<file path="config.mk">
export PLATFORM = sky130hd
export DESIGN_NAME = osc_exec
export DESIGN_NICKNAME = d
export VERILOG_FILES = /design/src/rtl/osc_exec.v
export VERILOG_INCLUDE_DIRS = /design/src /design/src/rtl
export SDC_FILE = /design/constraint.sdc
export NUM_CORES = 1
export LEC_CHECK = 0
export ABC_AREA = 1
export ABC_CLOCK_PERIOD_IN_PS = 3300
export CAP_MARGIN = 20
export CORE_MARGIN = 1.5
export CORE_UTILIZATION = 55
export CTS_BUF_LIST = sky130_fd_sc_hd__clkbuf_8
export CTS_CLUSTER_DIAMETER = 120
export CTS_CLUSTER_SIZE = 40
export DETAILED_ROUTE_END_ITERATION = 8
export DONT_BUFFER_PORTS = 1
export GPL_TIMING_DRIVEN = 0
export PLACE_DENSITY = 0.77
export SLEW_MARGIN = 20
export SYNTH_ARGS = -nofsm -noshare
export SYNTH_HDL_FRONTEND = slang
export SYNTH_SLANG_ARGS = --single-unit
</file>
<file path="constraint.sdc">
create_clock -name clk_sys_i -period 3.3 [get_ports clk_sys_i]
set_clock_uncertainty 0.15 [all_clocks]
set_input_delay 0.165 -clock clk_sys_i [delete_from_list [all_inputs] [get_ports clk_sys_i]]
set_output_delay 0.165 -clock clk_sys_i [all_outputs]
set_load 0.005 [all_outputs]
</file>
<file path="src/rtl/osc_consts.vh">
// Constants for the operating-system control and index instruction unit
`ifndef OSC_CONSTS_VH
`define OSC_CONSTS_VH
// Opcode bytes and prefixes
`define OSC_P111       8'h49
`define OSC_P113       8'h4B
`define OSC_P115       8'h4D
`define OSC_P117       8'h4F
`define OSC_P062       8'h32
`define OSC_P174       8'h7C
`define OSC_P176       8'h7E
`define OSC_OP_DPS_BC  8'h56
`define OSC_OP_DPS_DE  8'h66
`define OSC_OP_DPS_HL  8'h76
`define OSC_OP_IDXADD  8'h05
`define OSC_OP_IDXSUB  8'h15
`define OSC_OP_BRL     8'h3A
`define OSC_OP_SKIP    8'h25
`define OSC_OP_SYSCALL 8'h37
`define OSC_OP_BRKPT   8'h2A
`define OSC_OP_LEAVE   8'h42
`define OSC_OP_SMLOAD  8'h3F
`define OSC_OP_IEOP    8'h28
// Fixed call targets
`define OSC_SYSCALL_ADDR 16'hEF2A
`define OSC_BRKPT_ADDR   16'hEF30
// Sector map: six stored bits, section in [5:2], write enable [1], access enable [0]
`define OSC_SECT_LAST    4'hF
`define OSC_SECT_CALL    6'h3D
`define OSC_SECT_RST     6'h00
// Instruction lengths and index of the last fetched byte
`define OSC_LEN1 16'h0001
`define OSC_LEN2 16'h0002
`define OSC_LEN3 16'h0003
`define OSC_LEN4 16'h0004
`define OSC_LEN5 16'h0005
`define OSC_FETCH_LAST 3'h4
// Sector map load cycles at 10 ns: 3.2 us plus 1.8 us per entry
`define OSC_SML_BASE_CYC 12'h140
`define OSC_SML_PER_CYC  12'h0B4
`endif

</file>
<file path="src/rtl/osc_exec.v">
// Executes paged double store, memory index and operating-system control instructions
// Notes on behaviour
// RQ1 - Double paged store writes pair low byte at {X,operand}, high byte one above.
// RQ2 - Index is a 16-bit word at {X,index byte}, high byte at next address.
// RQ3 - Short forms take one displacement byte; 111-prefixed forms take two, low first.
// RQ4 - Index add/subtract rewrites the index; carry shows carry or borrow out.
// RQ5 - Load-from-index forms put index plus/minus displacement in a pair, same carry.
// RQ6 - Base register load copies named register or A; no way to read it back.
// RQ7 - Base load and sector map load trap as privileged when user flag is set.
// RQ8 - Skip-jump is three bytes, steps the program counter past it, never jumps.
// RQ9 - System call clears user flag, maps last entry to last 4K, calls ROM.
// RQ10 - Breakpoint acts as system call but calls the fixed debug RAM location.
// RQ11 - Leave-to-unprivileged is a plain return that also sets the user flag.
// RQ12 - Sector map load copies C entries from HL; no register or flag changes.
// RQ13 - Entries hold six bits: section, write enable, access enable; two low unused.
// RQ14 - Sector map load takes 3.2 plus 1.8 per entry time units; one byte.
// RQ15 - Enable-and-branch is four bytes, enables interrupts, jumps to operand address.
// RQ16 - Enable-and-leave is two bytes: enable interrupts, set user flag, return.
// RQ17 - Unmaskable interrupts such as parity fault vector even with interrupts off.
// RQ18 - A trapped privileged instruction leaves no architectural effect at all.
`include "osc_consts.vh"

module osc_exec (
   input  wire        clk_sys_i,
   input  wire        rst_i,
   input  wire        start_i,
   input  wire [15:0] pc_i,
   input  wire [7:0]  reg_a_i,
   input  wire [7:0]  reg_b_i,
   input  wire [7:0]  reg_c_i,
   input  wire [7:0]  reg_d_i,
   input  wire [7:0]  reg_e_i,
   input  wire [7:0]  reg_h_i,
   input  wire [7:0]  reg_l_i,
   input  wire [7:0]  reg_x_i,
   input  wire [15:0] ret_addr_i,
   input  wire        irq_req_i,
   input  wire        nmi_req_i,
   input  wire [3:0]  sect_idx_i,
   input  wire [7:0]  mem_rdata_i,
   output reg         busy_o,
   output reg         done_o,
   output reg  [15:0] pc_o,
   output reg  [15:0] mem_addr_o,
   output reg         mem_rd_o,
   output reg         mem_wr_o,
   output reg  [7:0]  mem_wdata_o,
   output reg         pair_wr_o,
   output reg  [1:0]  pair_sel_o,
   output reg  [15:0] pair_data_o,
   output reg         carry_wr_o,
   output reg         carry_o,
   output reg         push_o,
   output reg  [15:0] push_data_o,
   output reg         pop_o,
   output reg  [7:0]  base_o,
   output reg         user_mode_o,
   output reg         irq_en_o,
   output reg         priv_trap_o,
   output reg         illegal_o,
   output reg         irq_take_o,
   output reg         nmi_take_o,
   output reg  [5:0]  sect_entry_o
);

   localparam ST_IDLE  = 3'd0;
   localparam ST_FETCH = 3'd1;
   localparam ST_DEC   = 3'd2;
   localparam ST_IRD   = 3'd3;
   localparam ST_IEXE  = 3'd4;
   localparam ST_WR2   = 3'd5;
   localparam ST_SML   = 3'd6;
   localparam ST_PAD   = 3'd7;

   reg  [2:0]  st_q;
   reg  [2:0]  fc_q;
   reg         pend_q;
   reg  [15:0] pcb_q;
   reg  [7:0]  ib_q [0:4];
   reg  [11:0] cyc_q;
   reg  [11:0] tgt_q;
   reg  [15:0] disp_q;
   reg  [7:0]  idx_q;
   reg         sub_q;
   reg         wb_q;
   reg  [1:0]  psel_q;
   reg  [15:0] len_q;
   reg         hi_q;
   reg  [7:0]  ilo_q;
   reg  [15:0] a2_q;
   reg  [7:0]  d2_q;
   reg  [3:0]  sk_q;
   reg  [3:0]  sn_q;
   reg         swe_q;
   reg  [3:0]  swi_q;
   reg  [5:0]  swd_q;
   reg  [5:0]  sect_q [0:15];

   wire [7:0]  b0 = ib_q[0];
   wire [7:0]  b1 = ib_q[1];
   wire [7:0]  b2 = ib_q[2];
   wire [7:0]  b3 = ib_q[3];
   wire [7:0]  b4 = ib_q[4];
   wire        b1_idx = (b1 == `OSC_OP_IDXADD) || (b1 == `OSC_OP_IDXSUB);
   wire        dps_bc = (b0 == `OSC_P111) && (b1 == `OSC_OP_DPS_BC);
   wire        dps_de = (b0 == `OSC_P113) && (b1 == `OSC_OP_DPS_DE);
   wire        dps_hl = (b0 == `OSC_P115) && (b1 == `OSC_OP_DPS_HL);
   wire        ix_s   = (b0 == `OSC_OP_IDXADD) || (b0 == `OSC_OP_IDXSUB);
   wire        ix_l   = (b0 == `OSC_P111) && b1_idx;
   wire        lf_s   = ((b0 == `OSC_P062) || (b0 == `OSC_P174) || (b0 == `OSC_P176)) && b1_idx;
   wire        lf_l   = ((b0 == `OSC_P113) || (b0 == `OSC_P115) || (b0 == `OSC_P117)) && b1_idx;
   wire [1:0]  lf_sel = ((b0 == `OSC_P062) || (b0 == `OSC_P113)) ? 2'd0 :
                        ((b0 == `OSC_P174) || (b0 == `OSC_P115)) ? 2'd1 : 2'd2;
   wire        brl_a  = (b0 == `OSC_OP_BRL);
   wire        brl_r  = (b1 == `OSC_OP_BRL) && (b0[7:3] == 5'h00);
   wire [16:0] isum   = sub_q ? ({1'b0, mem_rdata_i, ilo_q} - {1'b0, disp_q})
                              : ({1'b0, mem_rdata_i, ilo_q} + {1'b0, disp_q});
   wire [11:0] sml_tgt = `OSC_SML_BASE_CYC + {8'h00, reg_c_i[3:0]} * `OSC_SML_PER_CYC;

   function [7:0] reg_pick;
      input [2:0] sel;
      begin
         case (sel)
            3'd0: reg_pick = reg_a_i;
            3'd1: reg_pick = reg_b_i;
            3'd2: reg_pick = reg_c_i;
            3'd3: reg_pick = reg_d_i;
            3'd4: reg_pick = reg_e_i;
            3'd5: reg_pick = reg_h_i;
            3'd6: reg_pick = reg_l_i;
            default: reg_pick = reg_x_i;
         endcase
      end
   endfunction

   // Table writes land one cycle after the strobe; readers never see a half-written entry
   genvar gi;
   generate
      for (gi = 0; gi < 16; gi = gi + 1) begin : g_sect
         always @(posedge clk_sys_i) begin
            if (rst_i) begin
               sect_q[gi] <= `OSC_SECT_RST;
            end else if (swe_q && (swi_q == gi)) begin
               sect_q[gi] <= swd_q; // [RQ13]
            end
         end
      end
   endgenerate

   always @(posedge clk_sys_i) begin
      if (rst_i) begin
         sect_entry_o <= `OSC_SECT_RST;
      end else begin
         sect_entry_o <= sect_q[sect_idx_i];
      end
   end

   always @(posedge clk_sys_i) begin
      if (rst_i) begin
         st_q <= ST_IDLE;
         fc_q <= 3'd0;
         pend_q <= 1'b0;
         cyc_q <= 12'h000;
         // Internal datapath registers are loaded before use; only control state and the outputs are reset
         swe_q <= 1'b0;
         busy_o <= 1'b0;
         done_o <= 1'b0;
         pc_o <= 16'h0000;
         mem_addr_o <= 16'h0000;
         mem_rd_o <= 1'b0;
         mem_wr_o <= 1'b0;
         mem_wdata_o <= 8'h00;
         pair_wr_o <= 1'b0;
         pair_sel_o <= 2'd0;
         pair_data_o <= 16'h0000;
         carry_wr_o <= 1'b0;
         carry_o <= 1'b0;
         push_o <= 1'b0;
         push_data_o <= 16'h0000;
         pop_o <= 1'b0;
         base_o <= 8'h00;
         user_mode_o <= 1'b0;
         irq_en_o <= 1'b0;
         priv_trap_o <= 1'b0;
         illegal_o <= 1'b0;
         irq_take_o <= 1'b0;
         nmi_take_o <= 1'b0;
      end else begin
         done_o <= 1'b0;
         mem_rd_o <= 1'b0;
         mem_wr_o <= 1'b0;
         pair_wr_o <= 1'b0;
         carry_wr_o <= 1'b0;
         push_o <= 1'b0;
         pop_o <= 1'b0;
         priv_trap_o <= 1'b0;
         illegal_o <= 1'b0;
         irq_take_o <= 1'b0;
         nmi_take_o <= 1'b0;
         swe_q <= 1'b0;
         cyc_q <= cyc_q + 12'h001;
         case (st_q)
            ST_IDLE: begin
               if (nmi_req_i) begin
                  nmi_take_o <= 1'b1; // [RQ17]
               end else if (irq_req_i && irq_en_o) begin
                  irq_take_o <= 1'b1;
               end else if (start_i) begin
                  pcb_q <= pc_i;
                  fc_q <= 3'd0;
                  pend_q <= 1'b0;
                  cyc_q <= 12'h000;
                  busy_o <= 1'b1;
                  st_q <= ST_FETCH;
               end
            end
            // Always reads five bytes; surplus reads are harmless and keep decode flat
            ST_FETCH: begin
               if (!pend_q) begin
                  mem_addr_o <= pcb_q + {13'h0000, fc_q};
                  mem_rd_o <= 1'b1;
                  pend_q <= 1'b1;
               end else begin
                  ib_q[fc_q] <= mem_rdata_i;
                  pend_q <= 1'b0;
                  if (fc_q == `OSC_FETCH_LAST) begin
                     st_q <= ST_DEC;
                  end else begin
                     fc_q <= fc_q + 3'd1;
                  end
               end
            end
            ST_DEC: begin
               done_o <= 1'b1;
               busy_o <= 1'b0;
               st_q <= ST_IDLE;
               if (dps_bc || dps_de || dps_hl) begin
                  mem_addr_o <= {reg_x_i, b2}; // [RQ1]
                  mem_wdata_o <= dps_bc ? reg_c_i : (dps_de ? reg_e_i : reg_l_i);
                  mem_wr_o <= 1'b1;
                  a2_q <= {reg_x_i, b2} + 16'h0001;
                  d2_q <= dps_bc ? reg_b_i : (dps_de ? reg_d_i : reg_h_i);
                  len_q <= `OSC_LEN3;
                  done_o <= 1'b0;
                  busy_o <= 1'b1;
                  st_q <= ST_WR2;
               end else if (ix_s || ix_l || lf_s || lf_l) begin
                  sub_q <= ix_s ? (b0 == `OSC_OP_IDXSUB) : (b1 == `OSC_OP_IDXSUB);
                  wb_q <= ix_s || ix_l; // [RQ4]
                  psel_q <= lf_sel;
                  if (ix_s) begin
                     disp_q <= {8'h00, b1}; // [RQ3]
                     idx_q <= b2;
                     len_q <= `OSC_LEN3;
                  end else if (lf_s) begin
                     disp_q <= {8'h00, b2}; // [RQ3]
                     idx_q <= b3;
                     len_q <= `OSC_LEN4;
                  end else begin
                     disp_q <= {b3, b2}; // [RQ3]
                     idx_q <= b4;
                     len_q <= `OSC_LEN5;
                  end
                  hi_q <= 1'b0;
                  pend_q <= 1'b0;
                  done_o <= 1'b0;
                  busy_o <= 1'b1;
                  st_q <= ST_IRD;
               end else if (brl_a || brl_r) begin
                  if (user_mode_o) begin
                     priv_trap_o <= 1'b1; // [RQ7] [RQ18]
                     pc_o <= pcb_q;
                  end else begin
                     base_o <= brl_a ? reg_a_i : reg_pick(b0[2:0]); // [RQ6]
                     pc_o <= pcb_q + (brl_a ? `OSC_LEN1 : `OSC_LEN2);
                  end
               end else if (b0 == `OSC_OP_SKIP) begin
                  pc_o <= pcb_q + `OSC_LEN3; // [RQ8]
               end else if ((b0 == `OSC_OP_SYSCALL) || (b0 == `OSC_OP_BRKPT)) begin
                  user_mode_o <= 1'b0; // [RQ9]
                  swe_q <= 1'b1;
                  swi_q <= `OSC_SECT_LAST;
                  swd_q <= `OSC_SECT_CALL;
                  push_o <= 1'b1;
                  push_data_o <= pcb_q + `OSC_LEN1;
                  pc_o <= (b0 == `OSC_OP_SYSCALL) ? `OSC_SYSCALL_ADDR : `OSC_BRKPT_ADDR; // [RQ9] [RQ10]
               end else if ((b0 == `OSC_P111) && (b1 == `OSC_OP_LEAVE)) begin
                  pop_o <= 1'b1; // [RQ11]
                  pc_o <= ret_addr_i;
                  user_mode_o <= 1'b1;
               end else if (b0 == `OSC_OP_SMLOAD) begin
                  if (user_mode_o) begin
                     priv_trap_o <= 1'b1; // [RQ7] [RQ18]
                     pc_o <= pcb_q;
                  end else begin
                     sk_q <= 4'h0;
                     sn_q <= reg_c_i[3:0];
                     tgt_q <= sml_tgt; // [RQ14]
                     pend_q <= 1'b0;
                     len_q <= `OSC_LEN1;
                     done_o <= 1'b0;
                     busy_o <= 1'b1;
                     st_q <= ST_SML;
                  end
               end else if ((b0 == `OSC_P111) && (b1 == `OSC_OP_IEOP)) begin
                  irq_en_o <= 1'b1; // [RQ15]
                  pc_o <= {b3, b2};
               end else if ((b0 == `OSC_P062) && (b1 == `OSC_OP_IEOP)) begin
                  irq_en_o <= 1'b1; // [RQ16]
                  user_mode_o <= 1'b1;
                  pop_o <= 1'b1;
                  pc_o <= ret_addr_i;
               end else begin
                  illegal_o <= 1'b1;
                  pc_o <= pcb_q;
               end
            end
            ST_IRD: begin
               if (!pend_q) begin
                  mem_addr_o <= {reg_x_i, idx_q} + {15'h0000, hi_q}; // [RQ2]
                  mem_rd_o <= 1'b1;
                  pend_q <= 1'b1;
               end else if (!hi_q) begin
                  ilo_q <= mem_rdata_i;
                  hi_q <= 1'b1;
                  pend_q <= 1'b0;
               end else begin
                  st_q <= ST_IEXE;
                  carry_wr_o <= 1'b1; // [RQ4] [RQ5]
                  carry_o <= isum[16];
                  if (wb_q) begin
                     mem_addr_o <= {reg_x_i, idx_q}; // [RQ4]
                     mem_wdata_o <= isum[7:0];
                     mem_wr_o <= 1'b1;
                     a2_q <= {reg_x_i, idx_q} + 16'h0001;
                     d2_q <= isum[15:8];
                  end else begin
                     pair_wr_o <= 1'b1; // [RQ5]
                     pair_sel_o <= psel_q;
                     pair_data_o <= isum[15:0];
                  end
               end
            end
            ST_IEXE: begin
               if (wb_q) begin
                  mem_addr_o <= a2_q;
                  mem_wdata_o <= d2_q;
                  mem_wr_o <= 1'b1;
               end
               pc_o <= pcb_q + len_q;
               done_o <= 1'b1;
               busy_o <= 1'b0;
               st_q <= ST_IDLE;
            end
            ST_WR2: begin
               mem_addr_o <= a2_q; // [RQ1]
               mem_wdata_o <= d2_q;
               mem_wr_o <= 1'b1;
               pc_o <= pcb_q + len_q;
               done_o <= 1'b1;
               busy_o <= 1'b0;
               st_q <= ST_IDLE;
            end
            // Entries go in from the first position upward; low two bits of each byte dropped
            ST_SML: begin
               if (sn_q == 4'h0) begin
                  st_q <= ST_PAD;
               end else if (!pend_q) begin
                  mem_addr_o <= {reg_h_i, reg_l_i} + {12'h000, sk_q}; // [RQ12]
                  mem_rd_o <= 1'b1;
                  pend_q <= 1'b1;
               end else begin
                  swe_q <= 1'b1;
                  swi_q <= sk_q;
                  swd_q <= mem_rdata_i[7:2]; // [RQ13]
                  sk_q <= sk_q + 4'h1;
                  sn_q <= sn_q - 4'h1;
                  pend_q <= 1'b0;
               end
            end
            // Holds completion until the documented duration has elapsed
            ST_PAD: begin
               if (cyc_q >= tgt_q - 12'h001) begin
                  pc_o <= pcb_q + len_q; // [RQ14]
                  done_o <= 1'b1;
                  busy_o <= 1'b0;
                  st_q <= ST_IDLE;
               end
            end
            default: begin
               busy_o <= 1'b0;
               st_q <= ST_IDLE;
            end
         endcase
      end
   end

endmodule // osc_exec

</file>
# ---- Yosys cells after proc, flatten, opt, wreduce, memory -nomap -nowiden
# Memory sizes are Yosys's and may differ from the RTL's. A register that Yosys moved wholly into a read port is not among the register bits.
# Cells that the tools add are included.
dict set report totals {
  wordCells 556
  register_bits 240
  inputBits 113
  memories 2
  ramBits 136
}
# name depth width read_ports rd_clocked_by_memory_dff write_ports line
set mem_list {}
lappend mem_list {sect_q 16 6 1 1 16 osc_exec.v:97} ;# reg [5:0] sect_q [0:15];
lappend mem_list {ib_q 5 8 5 0 1 osc_exec.v:79} ;# reg [7:0] ib_q [0:4];
dict set report op_classes {
  mux 273
  addsub 17
  n_lt_le_gt_ge 1
  n_eq_ne 94
  mul 1
  bitwise_logic 33
  n_reduce_logical 91
}
# cell count
set ops {}
lappend ops {{two-way mux 16 bit} 31}
lappend ops {{two-way mux 6 bit} 23}
lappend ops {{two-way mux 8 bit} 17}
lappend ops {{two-way mux 1 bit} 125}
lappend ops {{two-way mux 4 bit} 27}
lappend ops {{case mux 16 bit (6 select lines)} 1}
lappend ops {{equality test 8 x 7 -> 1 bit, second input constant} 10}
lappend ops {{two-way mux 3 bit} 23}
lappend ops {{equality test 8 x 6 -> 1 bit, second input constant} 8}
lappend ops {{case mux 8 bit (7 select lines)} 1}
lappend ops {{!= test 2 bit, second input constant} 27}
lappend ops {{adder 16 x 1 -> 16 bit, second input constant} 3}
lappend ops {{two-way mux 12 bit} 4}
lappend ops {{case mux 16 bit (3 select lines)} 1}
lappend ops {{!= test 3 bit, second input constant} 14}
lappend ops {{equality test 4 bit, second input constant} 8}
lappend ops {{case mux 16 bit (2 select lines)} 1}
lappend ops {{case mux 8 bit (4 select lines)} 1}
lappend ops {{logical AND 1 bit} 27}
lappend ops {{AND reduction 9 bit} 3}
lappend ops {{AND reduction 5 bit} 5}
lappend ops {{equality test 3 bit, second input constant} 8}
lappend ops {{case mux 4 bit (2 select lines)} 3}
lappend ops {{AND reduction 12 bit} 2}
lappend ops {{57 further kinds} 137}

# ---- Longest topological paths before layout
# An unclocked memory read counts as a cell.
dict set report logic_depth {
  depth_word 13
  mapped_depth 19
}

# ---- Worst setup path after synthesis
# Ideal clock, no wire load.
dict set report synth_timing {
  kind {register to register}
  start {memory ib_q[1][0]}
  end {register a2_q[0] (enable)}
  setup_slack_ps -199
  path_buffers 0
  stages_incl_launch_ff 10
  arrival_ps 2914
  path_cell_list {edfxtp_1 inv_1 nand2_1 nor2_1 nand2_1 nor2_1 nand2_2 nand3_2 nor2_2 nor3_1}
}
# element line
set synth_lines {}
lappend synth_lines {{from (decl)} osc_exec.v:79}
lappend synth_lines {{to (signal assigned)} osc_exec.v:241} ;# a2_q <= {reg_x_i, b2} + 16'h0001;
lappend synth_lines {{to (signal assigned)} osc_exec.v:335} ;# a2_q <= {reg_x_i, idx_q} + 16'h0001;
lappend synth_lines {{to (decl)} osc_exec.v:90} ;# reg [15:0] a2_q;

# ---- Worst setup path after layout
dict set report layout_timing {
  start {register tgt_q[3]}
  end {register pc_o[2]}
}
dict set report layout_via {
  elab_chain_cells 4
}
# element line
set layout_rtl {}
lappend layout_rtl {{from (decl)} osc_exec.v:81} ;# reg [11:0] tgt_q;
lappend layout_rtl {{from (signal assigned)} osc_exec.v:298} ;# tgt_q <= sml_tgt;
lappend layout_rtl {{subtractor 12 x 1 -> 12 bit} osc_exec.v:383} ;# if (cyc_q >= tgt_q - 12'h001) begin
lappend layout_rtl {{>= comparator 12 bit} osc_exec.v:383}
lappend layout_rtl {{!= test 2 bit (no line)} -}
lappend layout_rtl {{AND reduction 5 bit (no line)} -}
lappend layout_rtl {{to (signal assigned)} osc_exec.v:350} ;# pc_o <= pcb_q + len_q;
lappend layout_rtl {{to (signal assigned)} osc_exec.v:359} ;# pc_o <= pcb_q + len_q;
lappend layout_rtl {{to (signal assigned)} osc_exec.v:384} ;# pc_o <= pcb_q + len_q;
lappend layout_rtl {{to (decl)} osc_exec.v:43} ;# output reg [15:0] pc_o,
# No other way between the ends.
# A chain may end at the register's enable or synchronous reset.

==> results_dict.tcl <==
set metrics [dict create \
    p_sw_mw 3.00 \
    period_needed_ns 3.43 \
    start_util_pct 56.2 \
    drc 0 \
    power_frac_clock_pct 22.4 \
    tightest_slew_ns 1.05 \
    cp.arrival_ns 3.83 \
    cts_tree "built" \
    syn2layout_area_growth_pct 15.0 \
    synth.distinct_cells 65 \
    clk_pin_slew_ns 0.24 \
    setup_viol 19 \
    p_int_mw 6.44 \
    p_leak_nw 9.94 \
    setup_tns_ns -1.76 \
    fmax_mhz 291 \
    dr.pass1.iters 6 \
    grtUsageTotal_pct 38.3 \
    cap_viol_max_count 0 \
    detail-route-antenna-nets 0 \
    ys.flop_type "edfxtp_1" \
    hpwl_mm 58.4 \
    port_buffers 0 \
    routed_wl_mm 78.4 \
    path_class "register to register" \
    overflow 0 \
    worstSetupEndpointType "register" \
    switching_share_pct 31.8 \
    hold_violations 0 \
    rsz0062_at_grt "true" \
    hold_path_class "input port to register" \
    start_kind "register" \
    power.share.sequential_pct 56.2 \
    synth_seq_cells 367 \
    final_area_um2 24500 \
    wire_per_inst_um 23.5 \
    status "finished with violations" \
    syn_area_per_cell_um2 8.11 \
    finalWorstSetupSlack_ns -0.132 \
    grt_antenna_before_repair 6 \
    cts_buffers 14 \
    die_w_um 200 \
    clockBufferDepth 3 \
    cts.sinks 367 \
    syn-num-nets 2817 \
    synth_cells 2629 \
    yosys_warnings 0 \
    final_layout_size_suffix_gt1_share_pct 8.99 \
    p_comb_share_pct 21.4 \
    core-area_um2 37900 \
    grt_max_degree 42 \
    seq_area_frac_synth_pct 45.9 \
    gp_congestion 0.999 \
    final_util_pct 64.6 \
    first_global_vias 19142 \
    synth_edf_count 244 \
    ios 216 \
    power_density_nw_per_um2 385 \
    critical_path_required_ns 3.70 \
    drv_slew 0 \
    nFillCells 3243 \
    vdd_drop_max_uv 503 \
    drt_iter0_drc 2502 \
    synth.cell_area_um2 21300 \
    cts_root_buf "clkbuf_8" \
    place_area_um2 22000 \
    fin_crit_sh_pct 104 \
    viasPerCell 6.16 \
    nets 2995 \
    worstPathMaxFanout 6 \
    die_y_um 200 \
    insertion_delay_ns 0.64 \
    maxSlewHeadroom_pct 29.7 \
    h-tree-depth 1 \
    violations "setup timing" \
    vias 20522 \
    grt_pass1_wl_mm 114 \
    async_flop_share_pct 0 \
    finalPower_mw 9.44 \
    die_area_um2 40000 \
    rows 71 \
]
sequential cells by signal, summed over array words and instances (netlist names), 4 cells and up:
signal	cells
pcb_q	16
sect_entry_o	6
mem_wdata_o	8
disp_q	16
d2_q	8
cyc_q	12
idx_q	8
base_o	8
pc_o	16
tgt_q	10
pair_data_o	16
ib_q	40
swi_q	4
mem_addr_o	16
sn_q	4
push_data_o	16
sk_q	4
sect_q	96
ilo_q	8
a2_q	16
swd_q	6
per-layer routing:
layer / track usage, % / vias to the layer above / wire length (um)
li1: - / 9300 / -
met1: 50.0 / 9666 / 30500
met2: 61.3 / 1279 / 35200
met3: 6.85 / 275 / 7940
met4: 19.2 / 2 / 4740
met5: 0 / - / 12
metrics by stage:
step,std cells,setup slack [ns],hold slack (ns)
floorplan,2629,0.293,0.0922
global placement,3140,-0.667,0.114
detailed placement,3144,-0.504,0.114
CTS,3297,-0.0515,0.000166
global route,3328,-0.302,0.00303
finish,3331,-0.132,0.0122
power by group through the flow:
| stage | sequential, mW | clock (mW) | combinational, mW |
|---|---|---|---|
| 6_report | 5.31 | 2.12 | 2.02 |
| 4_1_cts | 5.31 | 2.11 | 1.90 |
| 5_1_grt | 5.33 | 2.24 | 2.19 |
| 3_3_place_gp | 5.40 | 0 | 1.67 |
| 2_1_floorplan | 5.33 | 0 | 1.20 |
| 3_5_place_dp | 5.41 | 0 | 1.72 |
area by class of cell:
type	instances	area [um^2]	share of cell area, %
Antenna cell	5	12.5	0.0510
Buffer	97	460	1.88
Clock buffer	16	220	0.898
Clock inverter	8	136	0.556
Inverter	301	1140	4.64
Multi-Input combinational cell	1864	10600	43.0
Sequential cell	367	9790	39.9
Tap cell	511	639	2.61
Timing Repair Buffer	162	1570	6.39
cell usage after synthesis, types with 7 or more instances:
cell type    n  area (um^2)
a211oi_1    10         75.1
a21oi_1    174          871
a221oi_1     8         70.1
a22oi_1     13         97.6
a31oi_1     17          106
a32o_1      15          150
buf_1        8         30.0
buf_2       21          105
clkbuf_1    60          225
dfxtp_1    123         2460
edfxtp_1   244         7330
fa_1         7          140
ha_1        68          851
inv_1      282         1060
inv_2       13         48.8
nand2_1    474         1780
nand3_1    155          776
nand4_1     26          163
nor2_1     368         1380
nor2_2       9         56.3
nor3_1      48          240
nor4_1       9         56.3
o211ai_1    25          188
o21a_1       7         52.6
o21ai_0    207         1040
o21ai_1     10         50.1
o221ai_1    24          210
o22ai_1     17          106
or2_2       18          113
xnor2_1     18          158
xor2_1      75          657
repair_timing:
item,in CTS,in global routing
endpoints found under the setup margin,36,56
hold buffers,122,0
gates resized for setup,22,114
buffers inserted,7,28
hold endpoints to repair,156,0
gates cloned,0,2
pin swaps,6,41
cell usage in the layout, fill, tap and decap left out, drive strengths merged, types with 75 or more instances in the layout:
cell type and count:
nor2 380, inv 298, nand3 161, edfxtp 244, dfxtp 123, a21oi 176, o21ai 218, buf 76
nand2 479, xor2 75, clkbuf 77, dlygate4sd3 122
path summary, 6_finish.rpt:
| kind | startpoint | to | slack, ns | depth (start not counted) |
|---|---|---|---|---|
| worst min-delay path | ret_addr_i[6] | pc_o[6] | 0.01 | 8 |
| worst max register to register | tgt_q[3] | pc_o[2] | -0.13 | 18 |
| worst max-delay path | tgt_q[3] | pc_o[2] | -0.13 | 18 |
| worst min register to register | cyc_q[0] | cyc_q[0] | 0.33 | 1 |
kinds of logic after synthesis:
kind of cell    count (synthesis)  share of synthesized area, %
flops                         367                          45.9
buf+inv                       398                          7.35
fa+ha+maj                      75                          4.65
simple gates                 1136                          22.7
xor+xnor                       93                          3.82
compound gates                560                          15.5
worst max-delay path, cell delays in order (launching register included):
cell and delay [ns]:
edfxtp_1 0.45, buf_4 0.15, inv_1 0.05, ha_1 0.18
nand2_1 0.11, or3_4 0.36, nor3_2 0.15, xor2_1 0.24
ha_1 0.30, nand2_4 0.11, nor2_4 0.04, nand2_1 0.09
o2111ai_4 0.18, nor2_4 0.23, nor2_4 0.10, buf_2 0.16
o21a_1 0.18, nand2_2 0.06, inv_1 0.03
Power figures use the tool's default switching activity.
